`src/include/bsr_pkg.sv`:
```
// package for the bus status code reporter: offsets, codes, timings
// assumes a single 10 MHz pclk domain and an APB register port
package bsr_pkg;

  // clock and microsecond tick
  localparam int          BSR_CLK_PERIOD_NS = 100;
  localparam int          BSR_NS_PER_US     = 1000;
  localparam int          BSR_TICK_CYCLES   = BSR_NS_PER_US / BSR_CLK_PERIOD_NS;

  // register byte offsets
  localparam logic [7:0]  BSR_OFS_CMD      = 8'h00;
  localparam logic [7:0]  BSR_OFS_STATUS   = 8'h04;
  localparam logic [7:0]  BSR_OFS_CTRL     = 8'h08;
  localparam logic [7:0]  BSR_OFS_TXDATA   = 8'h0C;
  localparam logic [7:0]  BSR_OFS_IRQ_STAT = 8'h10;
  localparam logic [7:0]  BSR_OFS_IRQ_MASK = 8'h14;

  // field positions
  localparam int          BSR_ST_SLAVE_LSB  = 0;
  localparam int          BSR_ST_MASTER_LSB = 4;
  localparam int          BSR_ST_SLAVE_TX_REQUEST_FLAG_BIT   = 8;
  localparam int          BSR_ST_TXFULL_BIT = 9;
  localparam int          BSR_CTRL_MODE_BIT = 0;
  localparam int          BSR_CTRL_MRX_BIT  = 1;
  localparam int          BSR_IRQ_SLAVE_BIT  = 0;
  localparam int          BSR_IRQ_MASTER_BIT = 1;

  // commands, control bits and status codes
  localparam logic [3:0]  BSR_CMD_SLV_TX_A = 4'hB;
  localparam logic [3:0]  BSR_CMD_SLV_TX_B = 4'hC;
  localparam logic [3:0]  BSR_CTL_DATA_A   = 4'h3;
  localparam logic [3:0]  BSR_CTL_DATA_B   = 4'h7;
  localparam logic [3:0]  BSR_SC_START     = 4'h0;
  localparam logic [3:0]  BSR_SC_NO_DATA   = 4'h1;
  localparam logic [3:0]  BSR_SC_DONE      = 4'h2;
  localparam logic [3:0]  BSR_SC_ABORT     = 4'h3;
  localparam logic [3:0]  BSR_SC_RESET     = 4'hF;
  localparam logic [3:0]  BSR_MC_RESET     = 4'hF;

  // minimum code spacing in microseconds, master transmission
  localparam logic [12:0] BSR_TX_GAP_M0 [0:6] =
    '{13'd2430, 13'd90, 13'd4710, 13'd6290, 13'd20, 13'd1570, 13'd7150};
  localparam logic [12:0] BSR_TX_GAP_M1 [0:6] =
    '{13'd740, 13'd90, 13'd1170, 13'd1570, 13'd20, 13'd390, 13'd1920};
  // minimum code spacing in microseconds, master reception
  localparam logic [12:0] BSR_RX_GAP_M0 [0:4] =
    '{13'd7150, 13'd90, 13'd1570, 13'd20, 13'd2430};
  localparam logic [12:0] BSR_RX_GAP_M1 [0:4] =
    '{13'd1920, 13'd90, 13'd390, 13'd20, 13'd740};
  // refill window after the data-unavailable code
  localparam logic [12:0] BSR_REFILL_US_M0 = 13'd1570;
  localparam logic [12:0] BSR_REFILL_US_M1 = 13'd390;

  typedef enum logic [1:0] {
    BSR_IDLE  = 2'b00,
    BSR_ARMED = 2'b01,
    BSR_SEND  = 2'b11,
    BSR_WAIT  = 2'b10
  } bsr_state_t;

  // spacing that must precede a master code at the given position
  function automatic logic [12:0] bsr_min_gap(input logic       rx,
                                              input logic       mode,
                                              input logic [2:0] idx);
    logic [2:0] ri;
    ri = (idx > 3'd4) ? 3'd4 : idx;
    if (rx)
      bsr_min_gap = mode ? BSR_RX_GAP_M1[ri] : BSR_RX_GAP_M0[ri];
    else if (idx == 3'd7)
      bsr_min_gap = mode ? BSR_TX_GAP_M1[6] : BSR_TX_GAP_M0[6];
    else
      bsr_min_gap = mode ? BSR_TX_GAP_M1[idx] : BSR_TX_GAP_M0[idx];
  endfunction

endpackage

```
`src/core/bsr_reporter.sv`:
```
// bus status code reporter: slave transmit sequencing and code spacing
// assumes frame logic on the same pclk drives the link-side strobes
//
// Operation
// - command 1011 or 1100 arms slave transmit
// - data-request control bits publish start code 0000
// - missing next byte publishes code 0001
// - full count sent gives 0010, clears flag
// - early end gives 0011, clears flag
// - master transmit codes keep minimum spacing
// - master receive codes keep minimum spacing
// - one readable slave code field, separate
//
// Local design decisions: register access over APB and the register addresses.

`timescale 1ns/1ps
`default_nettype none

module bsr_reporter
  import bsr_pkg::*;
#(
  parameter int TICK_CYCLES = BSR_TICK_CYCLES
) (
  input  wire logic        pclk,
  input  wire logic        presetn,
  input  wire logic        clk_en,
  // apb slave
  input  wire logic        psel,
  input  wire logic        penable,
  input  wire logic        pwrite,
  input  wire logic [7:0]  paddr,
  input  wire logic [31:0] pwdata,
  output logic [31:0]      prdata,
  output logic             pready,
  output logic             pslverr,
  // link side, frame logic on pclk
  input  wire logic        ctrl_valid,
  input  wire logic [3:0]  ctrl_bits,
  input  wire logic [7:0]  data_length,
  input  wire logic        byte_req,
  output logic             tx_byte_valid,
  output logic [7:0]       tx_byte,
  input  wire logic        frame_end,
  input  wire logic        master_code_valid,
  input  wire logic [3:0]  master_code,
  input  wire logic [2:0]  master_gap_sel,
  output logic             slave_tx_request_flag,
  output logic             irq
);

  if (TICK_CYCLES < 1 || TICK_CYCLES > 4096) begin : g_bad_tick
    $error("TICK_CYCLES out of range");
  end

  //////////////////////////////////////////////////////////////////////////
  // register state
  logic [3:0]  command_code_field;
  logic [3:0]  slave_status_code;
  logic [3:0]  master_status_code;
  logic        mode;
  logic        master_rx;
  logic [7:0]  tx_hold;
  logic        tx_hold_full;
  logic [1:0]  irq_stat;
  logic [1:0]  irq_mask;
  bsr_state_t  state;
  bsr_state_t  next_state;
  logic [7:0]  len;
  logic [7:0]  sent;

  //////////////////////////////////////////////////////////////////////////
  // apb decode
  wire         acc       = psel & penable;
  wire         wr        = acc & pwrite;
  wire         hit_cmd   = (paddr == BSR_OFS_CMD);
  wire         hit_stat  = (paddr == BSR_OFS_STATUS);
  wire         hit_ctrl  = (paddr == BSR_OFS_CTRL);
  wire         hit_txd   = (paddr == BSR_OFS_TXDATA);
  wire         hit_ist   = (paddr == BSR_OFS_IRQ_STAT);
  wire         hit_imsk  = (paddr == BSR_OFS_IRQ_MASK);
  wire         mapped    = hit_cmd | hit_stat | hit_ctrl | hit_txd |
                           hit_ist | hit_imsk;
  wire         wr_cmd    = wr & hit_cmd;
  wire         wr_ctrl   = wr & hit_ctrl;
  wire         wr_txd    = wr & hit_txd;
  wire         wr_ist    = wr & hit_ist;
  wire         wr_imsk   = wr & hit_imsk;
  wire         cmd_arm   = wr_cmd & ((pwdata[3:0] == BSR_CMD_SLV_TX_A) |
                                     (pwdata[3:0] == BSR_CMD_SLV_TX_B));

  // zero-wait slave; only unmapped offsets raise an error
  assign pready  = 1'b1;
  assign pslverr = acc & ~mapped;

  // read mux, unused bits read as zero
  wire  [31:0] status_word = {22'h0, tx_hold_full, slave_tx_request_flag,
                              master_status_code, slave_status_code};
  wire  [31:0] rd_mux =
    hit_cmd  ? {28'h0, command_code_field} :
    hit_stat ? status_word :
    hit_ctrl ? {30'h0, master_rx, mode} :
    hit_ist  ? {30'h0, irq_stat} :
    hit_imsk ? {30'h0, irq_mask} :
    32'h0;

  always_ff @(posedge pclk or negedge presetn) begin
    if (!presetn)
      prdata <= 32'h0;
    else if (clk_en && psel && !penable && !pwrite)
      prdata <= rd_mux;
  end

  //////////////////////////////////////////////////////////////////////////
  // microsecond tick shared by spacing and refill timers
  logic [12:0] tick_cnt;
  wire         us_tick = (tick_cnt == 13'(TICK_CYCLES - 1));

  always_ff @(posedge pclk or negedge presetn) begin
    if (!presetn)
      tick_cnt <= 13'h0;
    else if (clk_en)
      tick_cnt <= us_tick ? 13'h0 : tick_cnt + 13'h1;
  end

  //////////////////////////////////////////////////////////////////////////
  // control registers
  always_ff @(posedge pclk or negedge presetn) begin
    if (!presetn) begin
      command_code_field <= 4'h0;
      mode               <= 1'b0;
      master_rx          <= 1'b0;
      irq_mask           <= 2'h0;
    end else if (clk_en) begin
      if (wr_cmd)
        command_code_field <= pwdata[3:0];
      if (wr_ctrl) begin
        mode      <= pwdata[BSR_CTRL_MODE_BIT];
        master_rx <= pwdata[BSR_CTRL_MRX_BIT];
      end
      if (wr_imsk)
        irq_mask <= pwdata[1:0];
    end
  end

  //////////////////////////////////////////////////////////////////////////
  // slave transmit sequencer
  wire         data_req  = ctrl_valid & ((ctrl_bits == BSR_CTL_DATA_A) |
                                         (ctrl_bits == BSR_CTL_DATA_B));
  wire         in_frame  = (state == BSR_SEND) | (state == BSR_WAIT);
  wire         all_sent  = (sent == len);
  // byte taken now: a pending request, or a late refill while waiting
  wire         take_byte = tx_hold_full &
                           ((state == BSR_SEND & byte_req) |
                            (state == BSR_WAIT));
  wire         starve    = (state == BSR_SEND) & byte_req & ~tx_hold_full;
  logic [12:0] refill_us;
  wire  [12:0] refill_lim = mode ? BSR_REFILL_US_M1 : BSR_REFILL_US_M0;
  // the host gets the full window; after it the device gives up
  wire         refill_out = (state == BSR_WAIT) & ~tx_hold_full &
                            (refill_us >= refill_lim);
  wire         finish     = in_frame & (frame_end | refill_out);
  // new slave code and its value, one per cycle at most
  logic        sc_event;
  logic [3:0]  sc_value;
  always_comb begin
    next_state = state;
    sc_event   = 1'b0;
    sc_value   = slave_status_code;
    unique case (state)
      BSR_IDLE: begin
        if (slave_tx_request_flag)
          next_state = BSR_ARMED;
      end
      BSR_ARMED: begin
        if (data_req) begin
          next_state = BSR_SEND;
          sc_event   = 1'b1;
          sc_value   = BSR_SC_START;
        end
      end
      BSR_SEND: begin
        if (finish) begin
          next_state = BSR_IDLE;
          sc_event   = 1'b1;
          sc_value   = all_sent ? BSR_SC_DONE : BSR_SC_ABORT;
        end else if (starve) begin
          next_state = BSR_WAIT;
          sc_event   = 1'b1;
          sc_value   = BSR_SC_NO_DATA;
        end
      end
      BSR_WAIT: begin
        if (finish) begin
          next_state = BSR_IDLE;
          sc_event   = 1'b1;
          sc_value   = all_sent ? BSR_SC_DONE : BSR_SC_ABORT;
        end else if (take_byte) begin
          next_state = BSR_SEND;
        end
      end
    endcase
  end

  always_ff @(posedge pclk or negedge presetn) begin
    if (!presetn)
      state <= BSR_IDLE;
    else if (clk_en)
      state <= next_state;
  end

  // flag: a command arms it, the end of a transmit frame drops it
  always_ff @(posedge pclk or negedge presetn) begin
    if (!presetn)
      slave_tx_request_flag <= 1'b0;
    else if (clk_en) begin
      if (cmd_arm)
        slave_tx_request_flag <= 1'b1;
      else if (finish)
        slave_tx_request_flag <= 1'b0;
    end
  end

  // byte counter and frame length
  always_ff @(posedge pclk or negedge presetn) begin
    if (!presetn) begin
      len  <= 8'h0;
      sent <= 8'h0;
    end else if (clk_en) begin
      if (state == BSR_ARMED && data_req) begin
        len  <= data_length;
        sent <= 8'h0;
      end else if (take_byte && !all_sent)
        sent <= sent + 8'h1;
    end
  end

  // refill window timer, runs only while starved
  always_ff @(posedge pclk or negedge presetn) begin
    if (!presetn)
      refill_us <= 13'h0;
    else if (clk_en) begin
      if (state != BSR_WAIT)
        refill_us <= 13'h0;
      else if (us_tick && refill_us != 13'h1FFF)
        refill_us <= refill_us + 13'h1;
    end
  end

  // one-byte hold; a write while full is dropped, software checks txfull
  always_ff @(posedge pclk or negedge presetn) begin
    if (!presetn) begin
      tx_hold      <= 8'h0;
      tx_hold_full <= 1'b0;
    end else if (clk_en) begin
      if (wr_txd && !tx_hold_full) begin
        tx_hold      <= pwdata[7:0];
        tx_hold_full <= 1'b1;
      end else if (take_byte)
        tx_hold_full <= 1'b0;
    end
  end

  // byte toward the link, registered
  always_ff @(posedge pclk or negedge presetn) begin
    if (!presetn) begin
      tx_byte       <= 8'h0;
      tx_byte_valid <= 1'b0;
    end else if (clk_en) begin
      tx_byte_valid <= take_byte;
      if (take_byte)
        tx_byte <= tx_hold;
    end
  end

  // each new slave code overwrites the last one
  always_ff @(posedge pclk or negedge presetn) begin
    if (!presetn)
      slave_status_code <= BSR_SC_RESET;
    else if (clk_en && sc_event)
      slave_status_code <= sc_value;
  end

  //////////////////////////////////////////////////////////////////////////
  // master code spacing: codes are held back until the gap has run
  logic        mc_pend;
  logic [3:0]  mc_hold;
  logic [2:0]  mc_sel;
  logic [12:0] gap_us;
  wire  [12:0] gap_need = bsr_min_gap(master_rx, mode, mc_sel);
  wire         mc_pub   = mc_pend & (gap_us >= gap_need);

  always_ff @(posedge pclk or negedge presetn) begin
    if (!presetn) begin
      mc_pend <= 1'b0;
      mc_hold <= 4'h0;
      mc_sel  <= 3'h0;
    end else if (clk_en) begin
      if (master_code_valid) begin
        mc_pend <= 1'b1;
        mc_hold <= master_code;
        mc_sel  <= master_gap_sel;
      end else if (mc_pub)
        mc_pend <= 1'b0;
    end
  end

  // time since last published code, saturating; starts saturated
  always_ff @(posedge pclk or negedge presetn) begin
    if (!presetn)
      gap_us <= 13'h1FFF;
    else if (clk_en) begin
      if (mc_pub)
        gap_us <= 13'h0;
      else if (us_tick && gap_us != 13'h1FFF)
        gap_us <= gap_us + 13'h1;
    end
  end

  always_ff @(posedge pclk or negedge presetn) begin
    if (!presetn)
      master_status_code <= BSR_MC_RESET;
    else if (clk_en && mc_pub)
      master_status_code <= mc_hold;
  end

  //////////////////////////////////////////////////////////////////////////
  // interrupts: sticky, write one to clear, a new event beats the clear
  wire  [1:0]  irq_set = {mc_pub, sc_event};

  always_ff @(posedge pclk or negedge presetn) begin
    if (!presetn)
      irq_stat <= 2'h0;
    else if (clk_en)
      irq_stat <= (irq_stat & ~(wr_ist ? pwdata[1:0] : 2'h0)) |
                  irq_set;
  end

  assign irq = |(irq_stat & irq_mask);

endmodule

`default_nettype wire

```
`config.mk`:
```
export PLATFORM = sky130hd
export DESIGN_NAME = bsr_reporter
export DESIGN_NICKNAME = d
export VERILOG_FILES = /design/src/include/bsr_pkg.sv /design/src/core/bsr_reporter.sv
export SDC_FILE = /design/constraint.sdc
export NUM_CORES = 1
export LEC_CHECK = 0
export BUFFER_PORTS_ARGS = -buffer_cell sky130_fd_sc_hd__buf_2
export CORE_MARGIN = 5
export CORE_UTILIZATION = 40
export CTS_CLUSTER_DIAMETER = 120
export CTS_CLUSTER_SIZE = 14
export DETAILED_ROUTE_END_ITERATION = 10
export SYNTH_ARGS = -nofsm -noshare
export SYNTH_HDL_FRONTEND = slang
export SYNTH_SLANG_ARGS = --single-unit
```
`constraint.sdc`:
```
create_clock -name pclk -period 4.4 [get_ports pclk]
set_input_delay 0.66 -clock pclk [delete_from_list [all_inputs] [get_ports pclk]]
set_output_delay 0.66 -clock pclk [all_outputs]
set_load 0.01 [all_outputs]
```
==> After elaboration in Yosys (flattened, before gate mapping) <==
Memory sizes are Yosys's and may differ from the RTL's.
Index checks and enable logic that the tools add are counted.
{ "word_totals": {"reg_bits": 134, "rom_bits": 416, "input_bits": 69, "elab_cells": 184, "n_memories": 4} }
{ "op_classes": {"add_sub_neg": 4, "n_lt_le_gt_ge": 5, "n_eq_ne": 23, "muxes": 52, "n_bitwise": 35, "reduce_logical": 39} }
{ "mem_list": {"columns": ["memory", "depth", "word_bits", "rd", "rd_clocked_by_memory_dff", "write_ports", "line", "text"], "rows": [
  ["(no name shown)", 8, 13, 1, 0, 0, "bsr_pkg.sv:72", "bsr_min_gap = mode ? BSR_TX_GAP_M1[idx] : BSR_TX_GAP_M0[idx];"],
  ["(no name shown)", 8, 13, 1, 0, 0, "bsr_pkg.sv:72", null],
  ["(no name shown)", 8, 13, 1, 0, 0, "bsr_pkg.sv:68", "bsr_min_gap = mode ? BSR_RX_GAP_M1[ri] : BSR_RX_GAP_M0[ri];"],
  ["(no name shown)", 8, 13, 1, 0, 0, "bsr_pkg.sv:68", null]
]} }
{ "op_table": {"columns": ["operator", "count"], "rows": [
  ["$mux W13", 18],
  ["$add A13 B1 Y13 const B", 3],
  ["$ne A13 B13 Y1 const B", 2],
  ["$reduce_and A2 Y1", 13],
  ["$mux W10", 2],
  ["$mux W2", 10],
  ["$and A1 B1 Y1", 17],
  ["$eq A8 B4 Y1 const B", 2],
  ["$eq A8 B5 Y1 const B", 2],
  ["$mux W4", 4],
  ["$mux W8", 2],
  ["$eq A13 B4 Y1 const B", 1],
  ["$ge A13 B11 Y1", 1],
  ["$ge A13 B13 Y1", 1],
  ["$pmux W4 S3", 1],
  ["$reduce_bool A2 Y1", 6],
  ["$mux W1", 11],
  ["$mux W11", 1],
  ["$logic_and A1 B1 Y1", 10],
  ["$or A1 B1 Y1", 10],
  ["$reduce_and A5 Y1", 2],
  ["$add A8 B1 Y8 const B", 1],
  ["$eq A4 B4 Y1 const B", 2],
  ["$eq A8 B3 Y1 const B", 1],
  ["other kinds (23)", 35]
]} }

==> Longest topological paths before layout <==
Gate-level depths: netlist (run 1).
{ "logic_depth": {"depth_word": 12, "mapped_depth": 18, "ltp_nobuf": 15} }

==> Least setup slack after synthesis (run 1) <==
No wires, ideal clock.
{ "synth_path": {"path_type": "reg2reg", "from": "register mc_sel[0]", "to": "register gap_us[10]", "setup_time_ps": 88, "arrival_time_ps": 3159, "t_required_ps": 4312, "slack_ps": 1153, "path_stages_with_launch": 17, "n_path_buf": 3, "synth_period_minus_slack_ps": 3247, "path_cell_list": "dfrtp_1 > clkbuf_1 > inv_1 > ha_1 > o21ai_0 > ha_1 > o31ai_1 > a22o_1 > ha_1 > nand3_1 > o221ai_1 > inv_1 > a21boi_0 > o211a_1 > buf_2 > buf_1 > nor2_1"} }
{ "synth_via": {"elab_chain_cells": 12, "word_cells_on_any_way": 26} }
{ "synth_rtl": {"columns": ["item", "line", "text"], "rows": [
  ["start, declared", "bsr_reporter.sv:287", "logic [2:0] mc_sel;"],
  ["start signal, assigned", "bsr_reporter.sv:301", "mc_sel <= master_gap_sel;"],
  ["$gt A3 B3 Y1", "bsr_pkg.sv:66", "ri = (idx > 3'd4) ? 3'd4 : idx;"],
  ["$mux W3", "bsr_pkg.sv:66", null],
  ["$not A3 Y4 (implied by the code)", "bsr_pkg.sv:68", null],
  ["$mem_v2 Z8 W13", null, null],
  ["$mux W13 (implied by the code) (2 in a row)", "bsr_pkg.sv:68", null],
  ["$mux W13", "bsr_pkg.sv:68", null],
  ["$mux W13 *", "bsr_pkg.sv:67", "if (rx)"],
  ["$ge A13 B13 Y1 *", "bsr_reporter.sv:290", "wire mc_pub = mc_pend & (gap_us >= gap_need);"],
  ["$and A1 B1 Y1 *", "bsr_reporter.sv:290", null],
  ["$reduce_bool A2 Y1 (no line)", null, null],
  ["$reduce_and A2 Y1 (no line)", null, null],
  ["end signal, assigned", "bsr_reporter.sv:315", "gap_us <= gap_us + 13'h1;"],
  ["end, declared", "bsr_reporter.sv:288", "logic [12:0] gap_us;"]
]} }
Mark *: on every way between the ends. The rest lies on a longest branch, timed or not. The select of a mux whose other input is x is not followed.
A chain may end at the register's enable or synchronous reset.

==> Worst setup path in the final report (run 1) <==
{ "layout_path": {"from": "register mc_sel[0]", "to": "register gap_us[1]"} }
The elaborated chain is that of the path after synthesis.

==> results of run 1 <==
[how the worst min path moves through the flow]
stage	endpoint	slack, ns	cells after the start
global placement	prdata[2]	0.46	2
detailed placement	prdata[3]	0.46	2
floorplan	command_code_field[0]	0.36	0
CTS	prdata[3]	0.48	2
global route	len[0]	0.49	3
finish	prdata[3]	0.47	2
[power by group through the flow]
stage | clock network, mW | logic (mW) | registers (mW)
after detailed placement | 0 | 0.567 | 1.33
after CTS | 0.795 | 0.570 | 1.31
after global placement | 0 | 0.547 | 1.33
after floorplan | 0 | 0.441 | 1.29
final | 0.765 | 0.565 | 1.31
after global routing | 0.838 | 0.647 | 1.33
[area by class of cell]
cell class              instances  share of cell area, %
inverters                      33                   1.73
multi-input cells             500                   46.2
flip-flops and latches        111                   39.1
well taps                     216                   3.77
clock buffers                  11                   3.25
repair buffers                 73                   5.41
clock inverters                 5                  0.611
[worst min-delay path: cells and delay by family (launching register included)]
family | cells | cell delay [ns]
DFF | 1 | 0.34
and+or+nand+nor | 1 | 0.05
AOI/OAI and AO/OA | 1 | 0.05
[layout by cell type (no fill, tap or decap), drive strengths merged, types with 20 or more instances in the layout]
master  instances
dfstp          20
inv            35
buf            73
nor2           58
xnor2          27
dfrtp          91
ha             34
mux2           35
a21oi          23
nand3          29
conb           23
o21ai          38
nand2          74
[synth_stat cells (all sizes together), types with 3 or more instances]
master	number	area, um2
a21o	8	60.1
a21oi	23	115
a22o	9	78.8
a31oi	3	18.8
and2	6	37.5
and3	10	62.6
and4	4	35.0
buf	27	198
clkbuf	21	78.8
dfrtp	91	2280
dfstp	20	526
ha	34	425
inv	33	124
mux2	35	394
mux2i	7	70.1
nand2	74	278
nand2b	3	18.8
nand3	29	145
nand4	13	81.3
nor2	58	218
nor3	18	110
nor4	7	43.8
nor4b	4	62.6
o211ai	3	22.5
o21ai	38	190
o22a	3	26.3
o22ai	4	25.0
o31ai	9	67.6
or3	5	31.3
xnor2	27	236
xor2	12	105
[logic make-up after synthesis]
| family | synth area share, % |
|---|---|
| flops | 43.6 |
| other cells | 0.117 |
| compound gates | 12.6 |
| buf+inv | 6.22 |
| xor+xnor | 5.31 |
| fa+ha+maj | 6.61 |
| mux | 7.22 |
| simple gates | 18.4 |
[layer usage]
layer,share of wire [%],up-vias,GRT usage (%)
li1,-,2444,-
met1,45,2434,20.5
met2,48,106,25.8
met3,4.9,20,4.45
met4,1.8,0,4.66
met5,0,-,0
[sequential cells by signal (all words and copies together), names as in the netlist, 2 cells and up]
| signal | count |
|---|---|
| tick_cnt | 13 |
| mc_sel | 3 |
| gap_us | 13 |
| command_code_field | 4 |
| tx_hold | 8 |
| mc_hold | 4 |
| refill_us | 13 |
| irq_mask | 2 |
| sent | 8 |
| master_status_code | 4 |
| len | 8 |
| slave_status_code | 3 |
| state | 2 |
| prdata | 10 |
| irq_stat | 2 |
| tx_byte | 8 |
[per-stage QoR]
step           std cells  hold slack, ns  power, mW  worst slack [ns]  utilization, %
3_3_place_gp         933           0.461       1.87             0.817            43.6
4_1_cts              949           0.479       2.68             0.763            45.3
3_5_place_dp         933           0.462       1.90             0.796            43.6
6_report             949           0.474       2.64             0.778            45.3
2_1_floorplan        692           0.364       1.73              1.15               -
5_1_grt              949           0.487       2.82             0.312            45.3
==> summary.txt, run 1 <==
Seq. cell area - 2800 um2
wire length of the first global-routing pass - 24100 um
Site Rows - 46
gp weighted congestion - 0.853
number of buffers inserted for hold repair after clock tree synthesis - 0
portion of total power attributed to sequential cells - 49.6%
post-DR wirelength/cell - 14.8 um
cell leakage power - 3.37 nW
Sw Pwr - 0.818 mW
library cells used by synthesis - 60
floorplan die width - 137 um
switching part of the total power - 31.0%
total of endpoints with negative setup slack in the final report - 0
chain of cells forming the critical path - inv_1, ha_1, o21ai_0, ha_1, and3_1, o32ai_1, ha_1, a21oi_1, o221ai_1, inv_1, a21boi_0, o211a_1, buf_4, o32ai_1
status - completed
Slowest cell on crit path - sky130_fd_sc_hd__dfrtp_1
post-CTS setup repair buffer count - 0
highest net fanout along the worst path - 15
number of buffers added by the clock tree synthesis step - 9
Pwr Density - 368 nW/um2
tightest slew margin relative to the limit - 30.4%
Worst Tran Pin Value - 1.04 ns
CTS tree - built
DRT antenna net count - 0
Peak VDD IR - 0.302 mV
Yosys warning count - 0
maximum number of pins on one net before global-route repair - 83
Core Area - 15800 um2
post-place instance area - 6890 um2
Max Root-Sink Buffers - 2
total overflow reported by the global router - 0
routed via count - 5004
layout overhead on the synthesized area - 11.5%
clk sink count - 111
effective utilization at floorplan - 40.6%
area of the die - 18700 um2
endpoint type of the worst setup path - flop
Crit. path cell count - 14
post-synthesis sequential area ratio - 43.6%
all-layer global routing usage - 15.8%
family with the most delay on the worst path - compound AO/OA/AOI/OAI gates
final hold violations - 0
Total Routed Length - 14000 um
Combinational Power Share - 21.4%
most frequent cell on the critical path - sky130_fd_sc_hd__ha_1
worst-case clock skew - 0.00891 ns
minimum clock period after layout - 3.62 ns
endpoint of the worst setup timing path - gap_us[1]
number of max-cap violations - 0
final instance area - 7170 um2
R2R Setup Slk - 0.78 ns
total standard cell area after synthesis - 6430 um2
number of global-route vias before repair - 4911
fraction of layout cells with a size suffix above 1 - 20.6%
max frequency - 276 MHz
antenna cells - 0
I/O Pins - 114
Post-layout nets - 831
fraction of synthesis flops using an asynchronous set or reset pin - 100%
worst setup path startpoint - mc_sel[0]
maximum level of the CTS H-tree - 3
fraction of the cycle the final worst path needs - 82.3%
number of cells produced by synthesis - 671
Critical Path AT - 3.87 ns
Required @ worst endpoint - 4.65 ns
HPWL Detailed - 10500 um
capturing point of the worst reg2reg path - gap_us[1]
unrepaired setup endpoints after global routing - no
clock latency at the later pin of the worst-skew pair - 0.35 ns
cell depth of the worst flop-to-flop path - 14
max incr delay on CP - 0.51 ns
clock root cell - sky130_fd_sc_hd__clkbuf_16
crit start category - flop
combined area of the multi-input logic cells - 3310 um2
drt via density - 5.27
number of filler cells placed in the layout - 1513
type of the worst setup path - flop to flop
worst r2r src - mc_sel[0]
flip-flop and latch count after synthesis - 111
DRT iter0 DRCs - 278
internal power - 1.82 mW
average footprint of a synthesized cell - 9.59 um2
post-CTS clock slew at the launch and capture registers of the worst setup and hold paths - 0.08 ns
antenna violations before repair - 0
beginning of the worst hold path - prdata[3]
final sum of negative setup slack - 0 ns
most used flip-flop cell after synthesis - sky130_fd_sc_hd__dfrtp_1
post-cts repair resize count - 0
quantity of I/O buffers inserted on ports - 65
classification of the worst-slack hold path - flop to flop
Buffers & Inverters on Critical Path - 3
max-slew violation total from the final report - 0
drt drc - 0
number of enable flip-flop cells after synthesis - 0
Die Ht - 137 um
number of iterations in the first detailed-routing pass - 4
Clock power frac - 29.0%
Note: power is estimated with default switching activity, not from simulation.
==> run 2, diff against run 1 <==
- clock period: 4.4 -> 3.4 ns (I/O delays scaled with it)
==> run 2 against run 1 <==
Effect of this change: power rose by 34%; sequential power increased by 29%; non-clock buffer count grew 12; largest power group unchanged.
==> summary.txt, run 2 (synthesis results as in run 1) <==
status - completed
quantity of I/O buffers inserted on ports - 65
most common cell after layout, fill and taps aside - sky130_fd_sc_hd__dfrtp_1
Die Ht - 137 um
post-DR wirelength/cell - 14.8 um
type of the worst setup path - flop to flop
maximum number of pins on one net before global-route repair - 59
Core Area - 15800 um2
layout overhead on the synthesized area - 14.1%
floorplan die width - 137 um
max-slew violation total from the final report - 0
Required @ worst endpoint - 3.66 ns
I/O Pins - 114
drt via density - 5.19
drt drc - 0
Worst Tran Pin Value - 0.687 ns
wire length of the first global-routing pass - 24200 um
gp weighted congestion - 0.878
DRT antenna net count - 0
endpoint type of the worst setup path - flop
worst setup margin - 0.196 ns
most used cells in the layout excluding fill and tap cells - sky130_fd_sc_hd__dfrtp_1 (91), sky130_fd_sc_hd__nand2_1 (74), sky130_fd_sc_hd__buf_2 (64)
minimum clock period after layout - 3.20 ns
total of endpoints with negative setup slack in the final report - 0
Site Rows - 46
total overflow reported by the global router - 0
effective utilization at floorplan - 40.6%
all-layer global routing usage - 16.0%
HPWL Detailed - 10600 um
final instance area - 7340 um2
highest net fanout along the worst path - 13
classification of the worst-slack hold path - input port to asynchronous set/reset pin
area of the die - 18700 um2
Total Routed Length - 14200 um
clock root cell - sky130_fd_sc_hd__clkbuf_16
post-CTS clock slew at the launch and capture registers of the worst setup and hold paths - 0.07 ns
antenna violations before repair - 0
antenna cells - 0
fraction of the cycle the final worst path needs - 94.2%
largest registers - gap_us x13, refill_us x13, tick_cnt x13
crit start category - flop
number of buffers added by the clock tree synthesis step - 9
number of global-route vias before repair - 5003
number of iterations in the first detailed-routing pass - 5
maximum level of the CTS H-tree - 3
worst-case clock skew - 0.00824 ns
Pwr Density - 481 nW/um2
clk sink count - 111
Setup Slack @ Placement - 0.0682 ns
DRT iter0 DRCs - 370
cell leakage power - 3.44 nW
max frequency - 312 MHz
number of max-cap violations - 0
Post-layout nets - 843
Peak VDD IR - 0.345 mV
final hold violations - 0
clock latency at the later pin of the worst-skew pair - 0.36 ns
post-place instance area - 7000 um2
CTS tree - built
fraction of layout cells with a size suffix above 1 - 22.8%
tightest slew margin relative to the limit - 54.2%
Critical Path AT - 3.47 ns
Max Root-Sink Buffers - 2
routed via count - 4992
[run 2: cell types whose count changed in the layout (fill, tap and decap cells not counted), moves of 2 or more]
cell / previous run / this run
sky130_fd_sc_hd__buf_4: 9 / 18
sky130_fd_sc_hd__buf_12: 0 / 3
sky130_fd_sc_hd__clkbuf_1: 2 / 0
sky130_fd_sc_hd__clkbuf_8: 0 / 2
sky130_fd_sc_hd__o21ai_0: 38 / 36
sky130_fd_sc_hd__o21ai_1: 0 / 2
[run 2: timing repair]
item	CTS	global route
setup endpoints to repair	0	19
hold buffers	0	0
setup buffers	0	3
resized for setup	0	8
[run 2: report_power, final]
part           switching [mW]  internal, mW  total (mW)  leakage, nW
Combinational           0.423         0.352       0.775         1.87
Clock                   0.511         0.552        1.06        0.146
Sequential              0.166          1.53        1.69         1.43
Total                    1.10          2.43        3.53         3.44
[run 2: layout make-up]
class	count	area, um2
Fill cell	1505	8490
Multi-Input combinational cell	500	3330
Sequential cell	111	2800
Timing Repair Buffer	85	515
Tap cell	216	270
Clock buffer	11	253
Inverter	33	124
Clock inverter	5	47.5
[run 2: metal layers]
layer | part of all wire [%] | GRT usage [%] | vias to the layer above
li1 | - | - | 2449
met1 | 45 | 20.6 | 2417
met2 | 49 | 27.0 | 112
met3 | 4.7 | 3.90 | 14
met4 | 1.3 | 4.27 | 0
met5 | 0 | 0 | -
[run 2: path summary, 6_finish.rpt]
check | startpoint | to | slack [ns] | cells after the start
min in group pclk | data_length[3] | len[3] | 0.34 | 3
worst min register to register | prdata[2] | prdata[2] | 0.48 | 2
worst max register to register | mc_sel[2] | gap_us[1] | 0.20 | 14
worst max-delay path | mc_sel[2] | gap_us[1] | 0.20 | 14
worst min-delay path | presetn | sent[0] | 0.19 | 1
max in group asynchronous | presetn | master_status_code[0] | 2.41 | 2
[run 2: critical path, stage by stage (launching register included)]
cell and delay [ns]:
sky130_fd_sc_hd__dfrtp_1 0.38, sky130_fd_sc_hd__inv_1 0.16, sky130_fd_sc_hd__ha_1 0.26, sky130_fd_sc_hd__inv_1 0.08, sky130_fd_sc_hd__ha_1 0.27, sky130_fd_sc_hd__and3_1 0.23
sky130_fd_sc_hd__o32ai_2 0.21, sky130_fd_sc_hd__ha_1 0.28, sky130_fd_sc_hd__a21oi_1 0.20, sky130_fd_sc_hd__o221ai_2 0.14, sky130_fd_sc_hd__inv_1 0.07, sky130_fd_sc_hd__a21boi_0 0.07
sky130_fd_sc_hd__o211a_2 0.33, sky130_fd_sc_hd__buf_12 0.17, sky130_fd_sc_hd__o32ai_1 0.26
[run 2: stage by stage]
stage                     utilization, %  power, mW  hold slack (ns)  setup TNS [ns]  cells
after global placement              44.2       2.45            0.461               0    942
final                               46.4       3.53            0.188               0    961
after detailed placement            44.2       2.48            0.467               0    942
after CTS                           46.1       3.56            0.209               0    958
after global routing                46.4       3.75            0.243         -0.0268    961
after floorplan                        -       2.24            0.214               0    692
==> run 3, diff against run 2 <==
- CORE_MARGIN: 5 -> 10
==> run 3 against run 2 <==
Effect of this change: first-iteration DRC count is 22% lower; design area is 0.63% lower; critical path depth is 1 higher; sequential power hardly changed; clock power is 9% lower; non-clock buffer count is 2 lower; sequential cell count stayed put; critical path type unchanged.
==> summary.txt, run 3 (synthesis results as in run 1) <==
minimum clock period after layout - 3.19 ns
Pwr Density - 471 nW/um2
quantity of I/O buffers inserted on ports - 65
Die Ht - 147 um
highest net fanout along the worst path - 13
most used cells in the layout excluding fill and tap cells - sky130_fd_sc_hd__dfrtp_1 (91), sky130_fd_sc_hd__nand2_1 (74), sky130_fd_sc_hd__buf_2 (64)
type of the worst setup path - flop to flop
post-CTS clock slew at the launch and capture registers of the worst setup and hold paths - 0.07 ns
chain of cells forming the critical path - inv_1, ha_1, o21ai_0, buf_4, ha_1, and3_1, o32ai_2, ha_1, a21oi_1, o221ai_2, inv_1, a21boi_0, o211a_2, buf_12, o32ai_1
crit start category - flop
endpoint of the worst setup timing path - gap_us[1]
Max Root-Sink Buffers - 2
worst setup margin - 0.210 ns
status - completed
area of the die - 21600 um2
Critical Path AT - 3.45 ns
largest registers - gap_us x13, refill_us x13, tick_cnt x13
max-slew violation total from the final report - 0
drt via density - 5.28
post-DR wirelength/cell - 15.6 um
unrepaired setup endpoints after global routing - no
final sum of negative setup slack - 0 ns
number of filler cells placed in the layout - 1514
antenna cells - 0
clk sink count - 111
gp weighted congestion - 0.890
floorplan die width - 147 um
total of endpoints with negative setup slack in the final report - 0
cell depth of the worst flop-to-flop path - 15
cell leakage power - 3.42 nW
most common cell after layout, fill and taps aside - sky130_fd_sc_hd__dfrtp_1
clock latency at the later pin of the worst-skew pair - 0.35 ns
met1 routing resource usage after global routing - 17.1%
maximum number of pins on one net before global-route repair - 70
number of iterations in the first detailed-routing pass - 5
clock root cell - sky130_fd_sc_hd__clkbuf_16
max frequency - 313 MHz
I/O Pins - 114
classification of the worst-slack hold path - input port to asynchronous set/reset pin
Worst Tran Pin Value - 0.895 ns
effective utilization at floorplan - 40.6%
endpoint type of the worst setup path - flop
Required @ worst endpoint - 3.66 ns
final hold violations - 0
total overflow reported by the global router - 0
Final Util - 46.1%
maximum level of the CTS H-tree - 3
antenna violations before repair - 0
Site Rows - 46
Final Total Pwr - 3.44 mW
Peak VDD IR - 0.318 mV
max incr delay on CP - 0.39 ns
number of buffers added by the clock tree synthesis step - 9
DRT iter0 DRCs - 287
grt met2 use - 22.3%
most frequent cell on the critical path - sky130_fd_sc_hd__ha_1
Setup Slack @ Placement - 0.0651 ns
CTS tree - built
R2R Setup Slk - 0.21 ns
family with the most delay on the worst path - compound AO/OA/AOI/OAI gates
GR peak layer - met2
DRT antenna net count - 0
Total Routed Length - 14900 um
Crit. path cell count - 15
routed via count - 5068
Post-layout nets - 841
HPWL Detailed - 11100 um
fraction of layout cells with a size suffix above 1 - 22.5%
worst-case clock skew - 0.0110 ns
number of global-route vias before repair - 5127
all-layer global routing usage - 13.8%
Core Area - 15800 um2
number of max-cap violations - 0
met3 track demand over resource - 3.69%
tightest slew margin relative to the limit - 40.3%
drt drc - 0
worst r2r src - mc_sel[0]
capturing point of the worst reg2reg path - gap_us[1]
fraction of the cycle the final worst path needs - 93.8%
Slowest cell on crit path - sky130_fd_sc_hd__dfrtp_1
Buffers & Inverters on Critical Path - 4
worst setup path startpoint - mc_sel[0]
wire length of the first global-routing pass - 25000 um
layout overhead on the synthesized area - 13.4%
run 3: cell types whose count changed in the layout (fill, tap and decap cells not counted), moves of 2 or more:
| cell | previous run | this run |
|---|---|---|
| sky130_fd_sc_hd__clkbuf_8 | 2 | 0 |
| sky130_fd_sc_hd__o21ai_1 | 2 | 0 |
| sky130_fd_sc_hd__clkinv_2 | 0 | 3 |
| sky130_fd_sc_hd__buf_4 | 18 | 16 |
| sky130_fd_sc_hd__o21ai_0 | 36 | 38 |
| sky130_fd_sc_hd__inv_8 | 2 | 0 |
run 3: stage by stage:
step	hold slack (ns)	instance area (um2)	std cells
after floorplan	0.214	6510	692
after global placement	0.460	7000	942
after detailed placement	0.460	7000	942
after CTS	0.321	7260	958
after global routing	0.350	7300	959
final	0.277	7300	959
run 3: timing repair:
item,in CTS,in global routing
buffers inserted,0,1
hold buffers,0,0
endpoints found under the setup margin,0,18
gates resized for setup,0,6
run 3: layer usage:
metal / share of wire (%) / vias to the layer above
met4: 2.3 / 0
met2: 47 / 157
li1: - / 2462
met1: 44 / 2424
met3: 6.5 / 25
met5: 0 / -
run 3: layout make-up:
cell class	count	area, um2	share of cell area, %
multi-input cells	500	3330	45.7
flip-flops and latches	111	2800	38.4
repair buffers	83	500	6.86
well taps	216	270	3.70
clock buffers	10	229	3.14
inverters	33	124	1.70
clock inverters	6	35.0	0.480
run 3: worst min-delay path by stage:
stage                                  endpoint  cells after the start       from  slack (ns)
after floorplan           command_code_field[0]                      0    presetn        0.21
after global placement                prdata[2]                      2  prdata[2]        0.46
after CTS                                len[0]                      1    presetn        0.32
after global routing                    sent[0]                      1    presetn        0.35
after detailed placement              prdata[2]                      2  prdata[2]        0.46
final                                    len[0]                      1    presetn        0.28
run 3: worst reg2reg max path, stage by stage (launching register included):
cell and delay [ns]:
sky130_fd_sc_hd__dfrtp_1 0.39, sky130_fd_sc_hd__inv_1 0.08, sky130_fd_sc_hd__ha_1 0.17, sky130_fd_sc_hd__o21ai_0 0.09, sky130_fd_sc_hd__buf_4 0.15, sky130_fd_sc_hd__ha_1 0.23
sky130_fd_sc_hd__and3_1 0.22, sky130_fd_sc_hd__o32ai_2 0.24, sky130_fd_sc_hd__ha_1 0.29, sky130_fd_sc_hd__a21oi_1 0.20, sky130_fd_sc_hd__o221ai_2 0.14, sky130_fd_sc_hd__inv_1 0.07
sky130_fd_sc_hd__a21boi_0 0.07, sky130_fd_sc_hd__o211a_2 0.33, sky130_fd_sc_hd__buf_12 0.17, sky130_fd_sc_hd__o32ai_1 0.26
run 3: power breakdown:
| part | switching (mW) | internal, mW | total (mW) |
|---|---|---|---|
| Sequential | 0.167 | 1.53 | 1.69 |
| Combinational | 0.427 | 0.350 | 0.777 |
| Clock | 0.475 | 0.494 | 0.969 |
| Total | 1.07 | 2.37 | 3.44 |
